`config.mk`:
```
export PLATFORM = sky130hd
export DESIGN_NAME = pps_supervisor
export DESIGN_NICKNAME = d
export VERILOG_FILES = /design/src/pps_pkg.sv /design/src/pps_supervisor.sv /design/src/pps_adc_seq.sv
export VERILOG_INCLUDE_DIRS = /design/src
export SDC_FILE = /design/constraint.sdc
export NUM_CORES = 1
export LEC_CHECK = 0
export BUFFER_PORTS_ARGS = -buffer_cell sky130_fd_sc_hd__buf_4
export CAP_MARGIN = 20
export CORE_ASPECT_RATIO = 1.1
export CORE_MARGIN = 2
export CORE_UTILIZATION = 35
export DETAILED_ROUTE_END_ITERATION = 10
export MAX_ROUTING_LAYER = met4
export SLEW_MARGIN = 25
export SYNTH_ARGS = -nofsm -noshare
export SYNTH_HDL_FRONTEND = slang
export SYNTH_HIERARCHICAL = 1
export SYNTH_SLANG_ARGS = --single-unit
```
`constraint.sdc`:
```
create_clock -name clk_sys_in -period 5.8 [get_ports clk_sys_in]
set_clock_uncertainty 0.15 [all_clocks]
set_input_delay 0.58 -clock clk_sys_in [delete_from_list [all_inputs] [get_ports clk_sys_in]]
set_output_delay 0.58 -clock clk_sys_in [all_outputs]
set_load 0.02 [all_outputs]
```
`src/pps_defs.svh`:
```
// Constants of the phase and power-state supervisor: command codes,
// field positions, reset values and analog thresholds.
// Assumes inclusion by bare name from every design file that needs it.
`ifndef PPS_DEFS_SVH
`define PPS_DEFS_SVH

// Command codes of the register port
`define PPS_CMD_OT_FAULT 8'h51
`define PPS_CMD_OT_WARN 8'h52
`define PPS_CMD_PGOOD_HI 8'hE0
`define PPS_CMD_MFR_CFG 8'hD1
`define PPS_CMD_TH_GAIN 8'hF7
`define PPS_CMD_TH_OFFS 8'hF8
`define PPS_CMD_INPUT_VOLTAGE_RESULT 8'h88
`define PPS_CMD_READ_TEMP 8'h8D
`define PPS_CMD_READ_EN 8'hD4
`define PPS_CMD_READ_VSB 8'hD5

// Field positions
`define PPS_MFR_PSI_MSB 7
`define PPS_MFR_PSI_LSB 6
`define PPS_PGOOD_HI_MSB 1

// Reset values
`define PPS_MFR_CFG_RST 8'h00
`define PPS_OT_FAULT_RST 8'h64
`define PPS_OT_WARN_RST 8'h5A
`define PPS_TH_GAIN_RST 16'h0001
`define PPS_TH_OFFS_RST 16'h0000
`define PPS_PGOOD_HI_RST 2'h0

// Analog figures in millivolts, converter codes and the input divider ratio
`define PPS_ADC_FULL_SCALE_MV 2000
`define PPS_ADC_MAX_CODE 1023
`define PPS_EN_THRESHOLD_MV 800
`define PPS_EN_ON_CODE ((`PPS_EN_THRESHOLD_MV * `PPS_ADC_MAX_CODE) / `PPS_ADC_FULL_SCALE_MV)
`define PPS_CROWBAR_BASE_MV 300
`define PPS_CROWBAR_STEP_MV 50
`define PPS_CROWBAR_RELEASE_MV 300
`define PPS_VIN_DIVIDER 8

// Phase masks, bit 0 is phase 1
`define PPS_MASK_P1 6'h01
`define PPS_MASK_P1_P4 6'h09
`define PPS_MASK_P1_P3 6'h05
`define PPS_MASK_P1_P3_P5 6'h15

`endif

```
`src/pps_pkg.sv`:
```
// Types shared by the supervisor and its converter sequencer.
// Assumes nothing beyond a SystemVerilog compiler.
package pps_pkg;

  typedef enum logic [3:0] {
    PPS_CH_THERM = 4'h1,
    PPS_CH_EN = 4'h2,
    PPS_CH_VSA = 4'h4,
    PPS_CH_VSB = 4'h8
  } pps_chan_e;

  typedef enum logic [2:0] {
    PPS_SEQ_IDLE = 3'h1,
    PPS_SEQ_START = 3'h2,
    PPS_SEQ_WAIT = 3'h4
  } pps_seq_state_e;

  typedef struct packed {
    pps_chan_e chan;
    logic [9:0] code;
  } pps_sample_s;

  typedef struct packed {
    logic wr;
    logic rd;
    logic [7:0] cmd;
    logic [15:0] wdata;
  } pps_reg_req_s;

endpackage

```
`src/pps_supervisor.sv`:
```
// Phase and power-state supervisor of a multiphase buck controller.
// Assumes a command-code register port already decoded from the serial
// bus, a synchronous external converter, and mV readings of the output.
`timescale 1ns/1ps
`include "pps_defs.svh"
module pps_supervisor (
  // Clock and reset
  input wire logic clk_sys_in,
  input wire logic reset_in,
  // Load and supply status
  input wire logic low_power_state_n_in,
  input wire logic supply_lockout_ok_in,
  input wire logic [2:0] phase_count_in,
  input wire logic modulator_good_in,
  // Output voltage and its target in mV
  input wire logic [11:0] vout_mv_in,
  input wire logic [11:0] vid_mv_in,
  // Modulator PWM and outputs to gate drivers
  input wire logic [5:0] pwm_in,
  output logic [5:0] pwm_out,
  output logic shed_phase_disable_n_out,
  output logic always_on_phase_disable_n_out,
  output logic output_good_out,
  // Status flags
  output logic thermal_hot_flag_out,
  output logic thermal_warn_out,
  output logic crowbar_active_out,
  // Converter
  input wire logic adc_done_in,
  input wire logic [9:0] adc_data_in,
  output pps_pkg::pps_chan_e adc_chan_out,
  output logic adc_start_out,
  // Register port
  input wire pps_pkg::pps_reg_req_s reg_req_in,
  output logic [15:0] reg_rdata_out,
  output logic reg_rvalid_out
);

  logic [7:0] overtemp_fault_limit;
  logic [7:0] overtemp_warn_limit;
  logic [7:0] manufacturer_config;
  logic [1:0] pgood_high_code;
  logic [15:0] thermistor_gain;
  logic [15:0] thermistor_offset;
  logic [15:0] temperature_result;
  logic [15:0] input_voltage_result;
  logic [9:0] enable_result;
  logic [9:0] voltage_sense_b_result;
  logic sample_valid;
  pps_pkg::pps_sample_s sample;
  logic running;
  logic crowbar;
  logic [5:0] full_mask;
  logic [5:0] low_power_mask;
  logic [5:0] next_phase_mask;
  logic [12:0] crowbar_limit_mv;
  logic [12:0] crowbar_trip_mv;
  logic [25:0] temp_product;
  logic [15:0] next_temperature;
  logic [15:0] next_rdata;

  ////////////////////////////////////////////////////////////////////
  // Converter sequencer
  pps_adc_seq u_adc_seq (
    .clk_sys_in(clk_sys_in),
    .reset_in(reset_in),
    .adc_done_in(adc_done_in),
    .adc_data_in(adc_data_in),
    .adc_chan_out(adc_chan_out),
    .adc_start_out(adc_start_out),
    .sample_valid_out(sample_valid),
    .sample_out(sample)
  );

  ////////////////////////////////////////////////////////////////////
  // Writable registers, one block each
  always_ff @(posedge clk_sys_in) begin
    if (reset_in) begin
      overtemp_fault_limit <= `PPS_OT_FAULT_RST;
    end else if (reg_req_in.wr && reg_req_in.cmd == `PPS_CMD_OT_FAULT) begin
      overtemp_fault_limit <= reg_req_in.wdata[7:0];
    end
  end

  always_ff @(posedge clk_sys_in) begin
    if (reset_in) begin
      overtemp_warn_limit <= `PPS_OT_WARN_RST;
    end else if (reg_req_in.wr && reg_req_in.cmd == `PPS_CMD_OT_WARN) begin
      overtemp_warn_limit <= reg_req_in.wdata[7:0];
    end
  end

  always_ff @(posedge clk_sys_in) begin
    if (reset_in) begin
      manufacturer_config <= `PPS_MFR_CFG_RST;
    end else if (reg_req_in.wr && reg_req_in.cmd == `PPS_CMD_MFR_CFG) begin
      manufacturer_config <= reg_req_in.wdata[7:0];
    end
  end

  always_ff @(posedge clk_sys_in) begin
    if (reset_in) begin
      pgood_high_code <= `PPS_PGOOD_HI_RST;
    end else if (reg_req_in.wr && reg_req_in.cmd == `PPS_CMD_PGOOD_HI) begin
      pgood_high_code <= reg_req_in.wdata[`PPS_PGOOD_HI_MSB:0];
    end
  end

  always_ff @(posedge clk_sys_in) begin
    if (reset_in) begin
      thermistor_gain <= `PPS_TH_GAIN_RST;
    end else if (reg_req_in.wr && reg_req_in.cmd == `PPS_CMD_TH_GAIN) begin
      thermistor_gain <= reg_req_in.wdata;
    end
  end

  always_ff @(posedge clk_sys_in) begin
    if (reset_in) begin
      thermistor_offset <= `PPS_TH_OFFS_RST;
    end else if (reg_req_in.wr && reg_req_in.cmd == `PPS_CMD_TH_OFFS) begin
      thermistor_offset <= reg_req_in.wdata;
    end
  end

  ////////////////////////////////////////////////////////////////////
  // Measurement results, each replaced whole on its own sample
  assign temp_product = sample.code * thermistor_gain;
  assign next_temperature = temp_product[15:0] + thermistor_offset;

  always_ff @(posedge clk_sys_in) begin
    if (reset_in) begin
      temperature_result <= 16'h0000;
    end else if (sample_valid && sample.chan == pps_pkg::PPS_CH_THERM) begin
      temperature_result <= next_temperature;
    end
  end

  always_ff @(posedge clk_sys_in) begin
    if (reset_in) begin
      enable_result <= 10'h000;
    end else if (sample_valid && sample.chan == pps_pkg::PPS_CH_EN) begin
      enable_result <= sample.code;
    end
  end

  always_ff @(posedge clk_sys_in) begin
    if (reset_in) begin
      input_voltage_result <= 16'h0000;
    end else if (sample_valid && sample.chan == pps_pkg::PPS_CH_VSA) begin
      input_voltage_result <= {3'h0, sample.code, 3'h0};
    end
  end

  always_ff @(posedge clk_sys_in) begin
    if (reset_in) begin
      voltage_sense_b_result <= 10'h000;
    end else if (sample_valid && sample.chan == pps_pkg::PPS_CH_VSB) begin
      voltage_sense_b_result <= sample.code;
    end
  end

  ////////////////////////////////////////////////////////////////////
  // Read port, answer one cycle after the strobe
  always_comb begin
    next_rdata = 16'h0000;
    if (reg_req_in.cmd == `PPS_CMD_OT_FAULT) begin
      next_rdata = {8'h00, overtemp_fault_limit};
    end else if (reg_req_in.cmd == `PPS_CMD_OT_WARN) begin
      next_rdata = {8'h00, overtemp_warn_limit};
    end else if (reg_req_in.cmd == `PPS_CMD_MFR_CFG) begin
      next_rdata = {8'h00, manufacturer_config};
    end else if (reg_req_in.cmd == `PPS_CMD_PGOOD_HI) begin
      next_rdata = {14'h0000, pgood_high_code};
    end else if (reg_req_in.cmd == `PPS_CMD_TH_GAIN) begin
      next_rdata = thermistor_gain;
    end else if (reg_req_in.cmd == `PPS_CMD_TH_OFFS) begin
      next_rdata = thermistor_offset;
    end else if (reg_req_in.cmd == `PPS_CMD_READ_TEMP) begin
      next_rdata = temperature_result;
    end else if (reg_req_in.cmd == `PPS_CMD_INPUT_VOLTAGE_RESULT) begin
      next_rdata = input_voltage_result;
    end else if (reg_req_in.cmd == `PPS_CMD_READ_EN) begin
      next_rdata = {6'h00, enable_result};
    end else if (reg_req_in.cmd == `PPS_CMD_READ_VSB) begin
      next_rdata = {6'h00, voltage_sense_b_result};
    end
  end

  always_ff @(posedge clk_sys_in) begin
    if (reset_in) begin
      reg_rdata_out <= 16'h0000;
      reg_rvalid_out <= 1'b0;
    end else begin
      reg_rvalid_out <= reg_req_in.rd;
      if (reg_req_in.rd) begin
        reg_rdata_out <= next_rdata;
      end
    end
  end

  ////////////////////////////////////////////////////////////////////
  // Enable and lockout gate
  assign running = supply_lockout_ok_in
    && (enable_result > 10'(`PPS_EN_ON_CODE));

  ////////////////////////////////////////////////////////////////////
  // Crowbar with hysteresis
  assign crowbar_limit_mv = 13'(`PPS_CROWBAR_BASE_MV)
    - 13'(`PPS_CROWBAR_STEP_MV) * {11'h000, pgood_high_code};
  assign crowbar_trip_mv = {1'b0, vid_mv_in} + crowbar_limit_mv;

  always_ff @(posedge clk_sys_in) begin
    if (reset_in) begin
      crowbar <= 1'b0;
    end else if ({1'b0, vout_mv_in} > crowbar_trip_mv) begin
      crowbar <= 1'b1;
    end else if (vout_mv_in < 12'(`PPS_CROWBAR_RELEASE_MV)) begin
      crowbar <= 1'b0;
    end
  end

  ////////////////////////////////////////////////////////////////////
  // Phase selection
  function automatic logic [5:0] pps_full_mask(input logic [2:0] count);
    logic [5:0] mask;
    mask = 6'h00;
    for (int i = 0; i < 6; i++) begin
      if (3'(i) < count) begin
        mask[i] = 1'b1;
      end
    end
    if (count == 3'h0) begin
      mask = `PPS_MASK_P1;
    end
    return mask;
  endfunction

  function automatic logic [5:0] pps_low_mask(input logic [2:0] count,
                                              input logic [1:0] code);
    logic [5:0] mask;
    mask = `PPS_MASK_P1;
    if (count == 3'h6 && code == 2'h1) begin
      mask = `PPS_MASK_P1_P4;
    end else if (count == 3'h6 && code == 2'h2) begin
      mask = `PPS_MASK_P1_P3_P5;
    end else if (count == 3'h5 && code == 2'h1) begin
      mask = `PPS_MASK_P1_P4;
    end else if (count == 3'h4 && code == 2'h1) begin
      mask = `PPS_MASK_P1_P3;
    end
    return mask;
  endfunction

  assign full_mask = pps_full_mask(phase_count_in);
  assign low_power_mask = pps_low_mask(phase_count_in,
    manufacturer_config[`PPS_MFR_PSI_MSB:`PPS_MFR_PSI_LSB]);
  assign next_phase_mask = low_power_state_n_in ? full_mask : low_power_mask;

  ////////////////////////////////////////////////////////////////////
  // PWM gating, one bit per phase
  genvar g;
  generate
    for (g = 0; g < 6; g++) begin : g_pwm
      always_ff @(posedge clk_sys_in) begin
        if (reset_in) begin
          pwm_out[g] <= 1'b0;
        end else begin
          pwm_out[g] <= pwm_in[g] && next_phase_mask[g] && running
            && !crowbar;
        end
      end
    end
  endgenerate

  ////////////////////////////////////////////////////////////////////
  // Driver disables and power-good
  always_ff @(posedge clk_sys_in) begin
    if (reset_in) begin
      shed_phase_disable_n_out <= 1'b0;
    end else begin
      shed_phase_disable_n_out <= running && low_power_state_n_in;
    end
  end

  always_ff @(posedge clk_sys_in) begin
    if (reset_in) begin
      always_on_phase_disable_n_out <= 1'b0;
    end else begin
      always_on_phase_disable_n_out <= running;
    end
  end

  always_ff @(posedge clk_sys_in) begin
    if (reset_in) begin
      output_good_out <= 1'b0;
    end else begin
      output_good_out <= running && modulator_good_in && !crowbar;
    end
  end

  ////////////////////////////////////////////////////////////////////
  // Thermal and crowbar flags
  always_ff @(posedge clk_sys_in) begin
    if (reset_in) begin
      thermal_hot_flag_out <= 1'b0;
    end else begin
      thermal_hot_flag_out <= temperature_result > {8'h00, overtemp_fault_limit};
    end
  end

  always_ff @(posedge clk_sys_in) begin
    if (reset_in) begin
      thermal_warn_out <= 1'b0;
    end else begin
      thermal_warn_out <= temperature_result > {8'h00, overtemp_warn_limit};
    end
  end

  always_ff @(posedge clk_sys_in) begin
    if (reset_in) begin
      crowbar_active_out <= 1'b0;
    end else begin
      crowbar_active_out <= crowbar;
    end
  end

endmodule

```
`src/pps_adc_seq.sv`:
```
// Round-robin sequencer for the external converter: thermistor,
// enable, sense A, sense B, then again.
// Assumes the converter answers each start with one done pulse.
`timescale 1ns/1ps
module pps_adc_seq (
  // Clock and reset
  input wire logic clk_sys_in,
  input wire logic reset_in,
  // Converter side
  input wire logic adc_done_in,
  input wire logic [9:0] adc_data_in,
  output pps_pkg::pps_chan_e adc_chan_out,
  output logic adc_start_out,
  // Sample side
  output logic sample_valid_out,
  output pps_pkg::pps_sample_s sample_out
);

  pps_pkg::pps_seq_state_e state;

  ////////////////////////////////////////////////////////////////////
  // Sequence state
  always_ff @(posedge clk_sys_in) begin
    if (reset_in) begin
      state <= pps_pkg::PPS_SEQ_IDLE;
    end else begin
      case (state)
        pps_pkg::PPS_SEQ_IDLE: state <= pps_pkg::PPS_SEQ_START;
        pps_pkg::PPS_SEQ_START: state <= pps_pkg::PPS_SEQ_WAIT;
        pps_pkg::PPS_SEQ_WAIT: begin
          if (adc_done_in) begin
            state <= pps_pkg::PPS_SEQ_START;
          end
        end
        default: state <= pps_pkg::PPS_SEQ_IDLE;
      endcase
    end
  end

  ////////////////////////////////////////////////////////////////////
  // Start pulse and channel order
  always_ff @(posedge clk_sys_in) begin
    if (reset_in) begin
      adc_start_out <= 1'b0;
    end else begin
      adc_start_out <= (state == pps_pkg::PPS_SEQ_START);
    end
  end

  always_ff @(posedge clk_sys_in) begin
    if (reset_in) begin
      adc_chan_out <= pps_pkg::PPS_CH_THERM;
    end else if (state == pps_pkg::PPS_SEQ_WAIT && adc_done_in) begin
      case (adc_chan_out)
        pps_pkg::PPS_CH_THERM: adc_chan_out <= pps_pkg::PPS_CH_EN;
        pps_pkg::PPS_CH_EN: adc_chan_out <= pps_pkg::PPS_CH_VSA;
        pps_pkg::PPS_CH_VSA: adc_chan_out <= pps_pkg::PPS_CH_VSB;
        default: adc_chan_out <= pps_pkg::PPS_CH_THERM;
      endcase
    end
  end

  ////////////////////////////////////////////////////////////////////
  // Finished sample, one-cycle valid
  always_ff @(posedge clk_sys_in) begin
    if (reset_in) begin
      sample_valid_out <= 1'b0;
      sample_out <= '0;
    end else begin
      sample_valid_out <= (state == pps_pkg::PPS_SEQ_WAIT) && adc_done_in;
      if (state == pps_pkg::PPS_SEQ_WAIT && adc_done_in) begin
        sample_out.chan <= adc_chan_out;
        sample_out.code <= adc_data_in;
      end
    end
  end

endmodule

```
# ---- Word-level counts from Yosys, hierarchy flattened
# Index checks and enable logic that the tools add are counted.
dict set report classes {
  n_eq_ne 26
  n_lt_le_gt_ge 11
  n_mux 27
  n_addsub 3
  reduce_logical 40
  n_mul 2
}
# op count
set op_table {}
lappend op_table {{16-bit two-way mux} 7}
lappend op_table {{8-bit == test, second input constant} 8}
lappend op_table {{1-bit logical AND} 37}
lappend op_table {{16-bit by 8-bit greater-than comparator with 1-bit output} 2}
lappend op_table {{10-bit two-way mux} 2}
lappend op_table {{16-bit adder} 1}
lappend op_table {{8-bit by 7-bit == test with 1-bit output, second input constant} 2}
lappend op_table {{10-bit by 16-bit multiplier with 16-bit output} 1}
lappend op_table {{12-bit by 13-bit adder with 13-bit output} 1}
lappend op_table {{12-bit by 13-bit greater-than comparator with 1-bit output} 1}
lappend op_table {{13-bit two-way mux} 1}
lappend op_table {{3-bit == test, second input constant} 4}
lappend op_table {{12-bit by 9-bit < comparator with 1-bit output, second input constant} 1}
lappend op_table {{6-bit two-way mux} 2}
lappend op_table {{4-bit case mux with 3 select lines} 1}
lappend op_table {{10-bit by 9-bit greater-than comparator with 1-bit output, second input constant} 1}
lappend op_table {{5-bit two-way mux} 2}
lappend op_table {{9-bit by 8-bit subtractor with 10-bit output, first input constant} 1}
lappend op_table {{3-bit case mux with 3 select lines} 1}
lappend op_table {{4-bit by 1-bit == test with 1-bit output, second input constant} 2}
lappend op_table {{4-bit by 2-bit == test with 1-bit output, second input constant} 2}
lappend op_table {{4-bit by 3-bit == test with 1-bit output, second input constant} 2}
lappend op_table {{1-bit two-way mux} 8}
lappend op_table {{5-bit by 2-bit multiplier with 7-bit output, first input constant} 1}
lappend op_table {{other kinds (14)} 18}
dict set report totals {
  input_bits 75
  wordCells 140
  out_inout_bits 34
  register_bits 157
}

# ---- Logic depth before layout (Yosys ltp)
dict set report depth {
  word_depth 11
  mapped_depth 21
  mapped_depth_nobuf 19
}

# ---- Cells and area by module
# Netlist, hierarchy kept.
# mod area_per_inst_um2 seq_area_each_um2 cells_per_inst instances
set modules_own_cells {}
lappend modules_own_cells {pps_supervisor 10553.9 2682.6 1298 1}
lappend modules_own_cells {pps_adc_seq 895.9 460.4 102 1}

# ---- Least setup slack after synthesis
# Ideal clock, no wire load.
dict set report synth_timing {
  path_kind {reg2reg}
  start {register u_adc_seq/sample_out[1] in the netlist's numbering}
  end {register temperature_result[11]}
  stages_incl_launch_ff 21
  t_required_ns 5.580
  n_path_buf 2
  setup_ns 0.070
  arrival_time_ns 4.971
  period_less_slack_ns 5.192
  setup_slack_ns 0.608
  path_cell_list {dfxtp_1 -> clkbuf_1 -> clkbuf_1 -> nand2_1 -> fa_1 -> inv_1 -> fa_1 -> inv_1 -> fa_1 -> inv_1 -> fa_1 -> inv_1 -> fa_1 -> inv_1 -> ha_1 -> or3_1 -> or2_2 -> a31oi_1 -> xnor2_1 -> nand2_1 -> a21oi_1}
}
dict set report synth_between {
  elab_chain_cells 2
}
# item line_no
set synth_lines {}
lappend synth_lines {{start, declared} pps_adc_seq.sv:16} ;# output pps_pkg::pps_sample_s sample_out
lappend synth_lines {{10-bit by 16-bit multiplier with 16-bit output} pps_supervisor.sv:127} ;# assign temp_product = sample.code * thermistor_gain;
lappend synth_lines {{16-bit adder} pps_supervisor.sv:128} ;# assign next_temperature = temp_product[15:0] + thermistor_offset;
lappend synth_lines {{end signal, assigned} pps_supervisor.sv:134} ;# temperature_result <= next_temperature;
lappend synth_lines {{end, declared} pps_supervisor.sv:45} ;# logic [15:0] temperature_result;
# Every way passes these cells.
# A chain may end at the register's enable or synchronous reset.

# ---- Final worst setup path
dict set report layout_timing {
  start {register thermistor_gain[5]}
  end {register temperature_result[15]}
}
dict set report layout_between {
  elab_chain_cells 2
}
# item line_no
set layout_lines {}
lappend layout_lines {{start, declared} pps_supervisor.sv:43} ;# logic [15:0] thermistor_gain;
lappend layout_lines {{start signal, assigned} pps_supervisor.sv:111} ;# thermistor_gain <= `PPS_TH_GAIN_RST;
lappend layout_lines {{start signal, assigned} pps_supervisor.sv:113} ;# thermistor_gain <= reg_req_in.wdata;
lappend layout_lines {{10-bit by 16-bit multiplier with 16-bit output} pps_supervisor.sv:127}
lappend layout_lines {{16-bit adder} pps_supervisor.sv:128}
# Every way passes these cells.

==> impl_metrics.csv <==
group,metric,value,unit
synth,synth_flop_cell,"dfxtp_1",
timing,finalCriticalPeriod,5.38,ns
grt,grt_pass1_vias,10000,
critical_path,path_max_fanout,12,
hold_path,min_delay_worst_endpoint,"pwm_out[0]",
timing,finalCritPeriodShare,92.7,%
clocking,numCtsBuffers,17,
critical_path,worstPathRequired,5.95,ns
routing,viasPerCell,5.21,
hold_path,min_path_cells,3,
grt,grt_max_degree,58,
power,vdd_ir_drop_max,0.146,mV
grt,antenna_found_initial,0,
clocking,ctsResizeCount,0,
power,power.total,0.00244,W
grt,grt_pass1_wl,53700,um
placed_design,numPortBuffers,108,
clocking,cts_num_sinks,157,
clocking,holdBufCountCts,0,
layout,drive_above_1_share,11.5,%
clocking,root_buffer,"clkbuf_16",
clocking,clk_latency,0.43,ns
critical_path,reg2reg_from,"thermistor_gain[5]",
synth,yosys_warnings,6,
routing,drtIter0Drc,746,
die,dieHeight,194,um
die,core_region_area,32300,um^2
synth,synth_edf_count,0,
die,io_pins,109,
layout,seq_area,3140,um^2
layout,final_nets,1692,
critical_path,critPathKind,"reg -> reg",
clocking,cts_tree,"built",
critical_path,cp.arrival,5.53,ns
layout,antenna_cells,0,
synth,synth_cell_types,63,
clocking,htree_levels,4,
grt,grt-ovfl-total,0,
placed_design,placedCellCount,1865,
synth,async_flop_share,0,%
timing,final-hold-violation-count,0,
grt,grt_usage,20.6,%
placed_design,dpl.hpwl,24800,um
hold_path,worstHoldStart,"pwm_in[0]",
timing,rsz0062_at_grt,"false",
flow_run,max_cap_viol_count,0,
run_status,status,"finished clean",
timing,setup_viol,0,
timing,worst_slew_pin_slew,1.06,ns
critical_path,worstSetupStartpointType,"flip-flop",
routing,final_antenna_net_count,0,
critical_path,rr_worst_depth,15,
synth,syn_inst,1400,
critical_path,r2r_setup_slack,0.42,ns
layout,fill_cells,3337,
timing,relSlewSlack,29.0,%
critical_path,reg2reg_to,"temperature_result[15]",
layout,multi_input_area,7410,um^2
routing,drc,0,
routing,num_vias,9891,
die,die_x,176,um
hold_path,hold_class,"in -> reg",
die,start_util,35.5,%
critical_path,critPathCaptureType,"flip-flop",
clocking,cts.clk_slew.worst_paths,0.07,ns
routing,firstDrtPassIters,5,
clocking,clockBufferDepth,2,
timing,tns,0,ns
power,p_leak,5.72,nW
synth,synth_area,11400,um^2
layout,stdcell_count,1898,
synth,ys_seq_area_share,27.5,%
die,die_area,34200,um^2
synth,synth-seq-cells,157,
routing,wire_per_inst,17.6,um
timing,fmax,0.186,GHz
layout,synthToLayoutAreaGrowth,14.7,%
power,p_per_area,186,nW/um^2
die,rows,69,
synth,syn_avg_cell_area,8.18,um^2
timing,slew_violations,0,
synth,syn-num-nets,1633,
placed_design,place.gp.congestion,0.919,
routing,wl,33400,um
clocking,post_cts_buffers,0,
worst max-delay path, stage by stage (launching register included):
cell	delay [ns]
dfxtp_1	0.65
nand2_1	0.15
fa_1	0.57
inv_1	0.06
fa_1	0.56
inv_1	0.07
fa_1	0.51
fa_1	0.52
fa_1	0.45
xor2_1	0.21
xnor3_1	0.34
xnor3_1	0.37
xnor3_1	0.27
nor3_1	0.20
nand3b_1	0.12
a21oi_1	0.06
cells by family after synthesis:
logic type	count (synthesis)	share of synthesized area (%)
adders and majority gates	158	22.8
muxes	37	3.30
DFF	157	27.5
buffers and inverters	229	7.90
and+or+nand+nor	539	22.3
AOI/OAI and AO/OA	247	13.4
xor gates and xnor gates	33	2.88
per-stage QoR:
| step | util, % | hold WS, ns | cell area (um^2) | setup slack [ns] |
|---|---|---|---|---|
| after detailed placement | 38.8 | 0.297 | 12500 | 0.454 |
| after CTS | 40.6 | 0.200 | 13100 | 0.439 |
| after global routing | 40.7 | 0.196 | 13100 | 0.105 |
| final | 40.7 | 0.210 | 13100 | 0.422 |
| after global placement | 38.8 | 0.293 | 12500 | 0.542 |
| after floorplan | - | 0.283 | 11400 | 0.608 |
how the worst max path moves through the flow:
stage	startpoint	endpoint	depth (start not counted)
final	thermistor_gain[5]	temperature_result[15]	15
after CTS	u_adc_seq/sample_out[3]	temperature_result[14]	18
after detailed placement	u_adc_seq/sample_out[4]	temperature_result[13]	16
after global routing	u_adc_seq/sample_out[2]	temperature_result[14]	19
after floorplan	u_adc_seq/sample_out[1]	temperature_result[11]	20
after global placement	thermistor_gain[5]	temperature_result[11]	18
area by class of cell:
class | count | share of cell area (%)
Multi-Input combinational cell | 1014 | 56.4
Sequential cell | 157 | 23.9
Timing Repair Buffer | 120 | 6.89
Inverter | 149 | 4.26
Tap cell | 426 | 4.06
Clock buffer | 18 | 3.34
Clock inverter | 14 | 1.13
metal layers:
| layer | vias up | routed length [um] | global-route usage (%) |
|---|---|---|---|
| met1 | 4795 | 14800 | 26.3 |
| met3 | 64 | 1710 | 3.00 |
| met4 | 0 | 996 | 7.04 |
| li1 | 4753 | - | - |
| met5 | - | 0 | - |
| met2 | 279 | 15900 | 33.3 |
synthesized netlist by cell type, types with 5 or more instances:
cell type	count	area share, %
nand2_1	252	8.3
dfxtp_1	157	27
inv_1	149	4.9
a21oi_1	121	5.3
fa_1	85	15
nor2_1	74	2.4
ha_1	73	8.0
clkbuf_1	58	1.9
nand3_1	56	2.4
and2_1	49	2.7
mux2i_1	31	2.7
o21ai_0	29	1.3
nor2b_1	22	1.2
xnor2_1	17	1.3
nand3b_1	15	0.98
a21o_1	13	0.85
nand2b_1	13	0.71
nor3_1	13	0.57
xor2_1	13	0.99
a211oi_1	11	0.72
buf_2	11	0.48
a22o_1	10	0.76
o21a_1	9	0.59
a222oi_1	7	0.61
nand4_1	7	0.38
a221oi_1	6	0.46
a31oi_1	6	0.33
and3_1	6	0.33
mux2_2	6	0.59
o211ai_1	6	0.39
o221ai_1	5	0.38
or3_1	5	0.27
cells in the final DEF (no fill, tap or decap), drive strengths merged, types with 18 or more instances in the layout:
| cell type | instances |
|---|---|
| ha | 73 |
| mux2i | 31 |
| a21oi | 124 |
| nand2 | 252 |
| nand3 | 56 |
| clkbuf | 18 |
| buf | 120 |
| o21ai | 29 |
| dfxtp | 157 |
| inv | 157 |
| nor2b | 22 |
| nor2 | 76 |
| fa | 85 |
| and2 | 49 |
flip-flops by register name, summed over array words and instances (netlist names), 2 cells and up:
signal / count
reg_rdata_out: 16
temperature_result: 16
thermistor_gain: 16
thermistor_offset: 16
u_adc_seq/sample_out: 14
enable_result: 10
input_voltage_result: 10
voltage_sense_b_result: 10
manufacturer_config: 8
overtemp_fault_limit: 8
overtemp_warn_limit: 8
pwm_out: 6
u_adc_seq/adc_chan_out: 4
u_adc_seq/state: 3
pgood_high_code: 2
power breakdown:
| group | internal (W) | leakage (nW) | total [W] | switching [W] |
|---|---|---|---|---|
| registers | 0.00109 | 1.27 | 0.00110 | 0.0000110 |
| logic | 0.0000852 | 4.16 | 0.000195 | 0.000110 |
| clock network | 0.000621 | 0.290 | 0.00115 | 0.000528 |
Power figures use the tool's default switching activity.
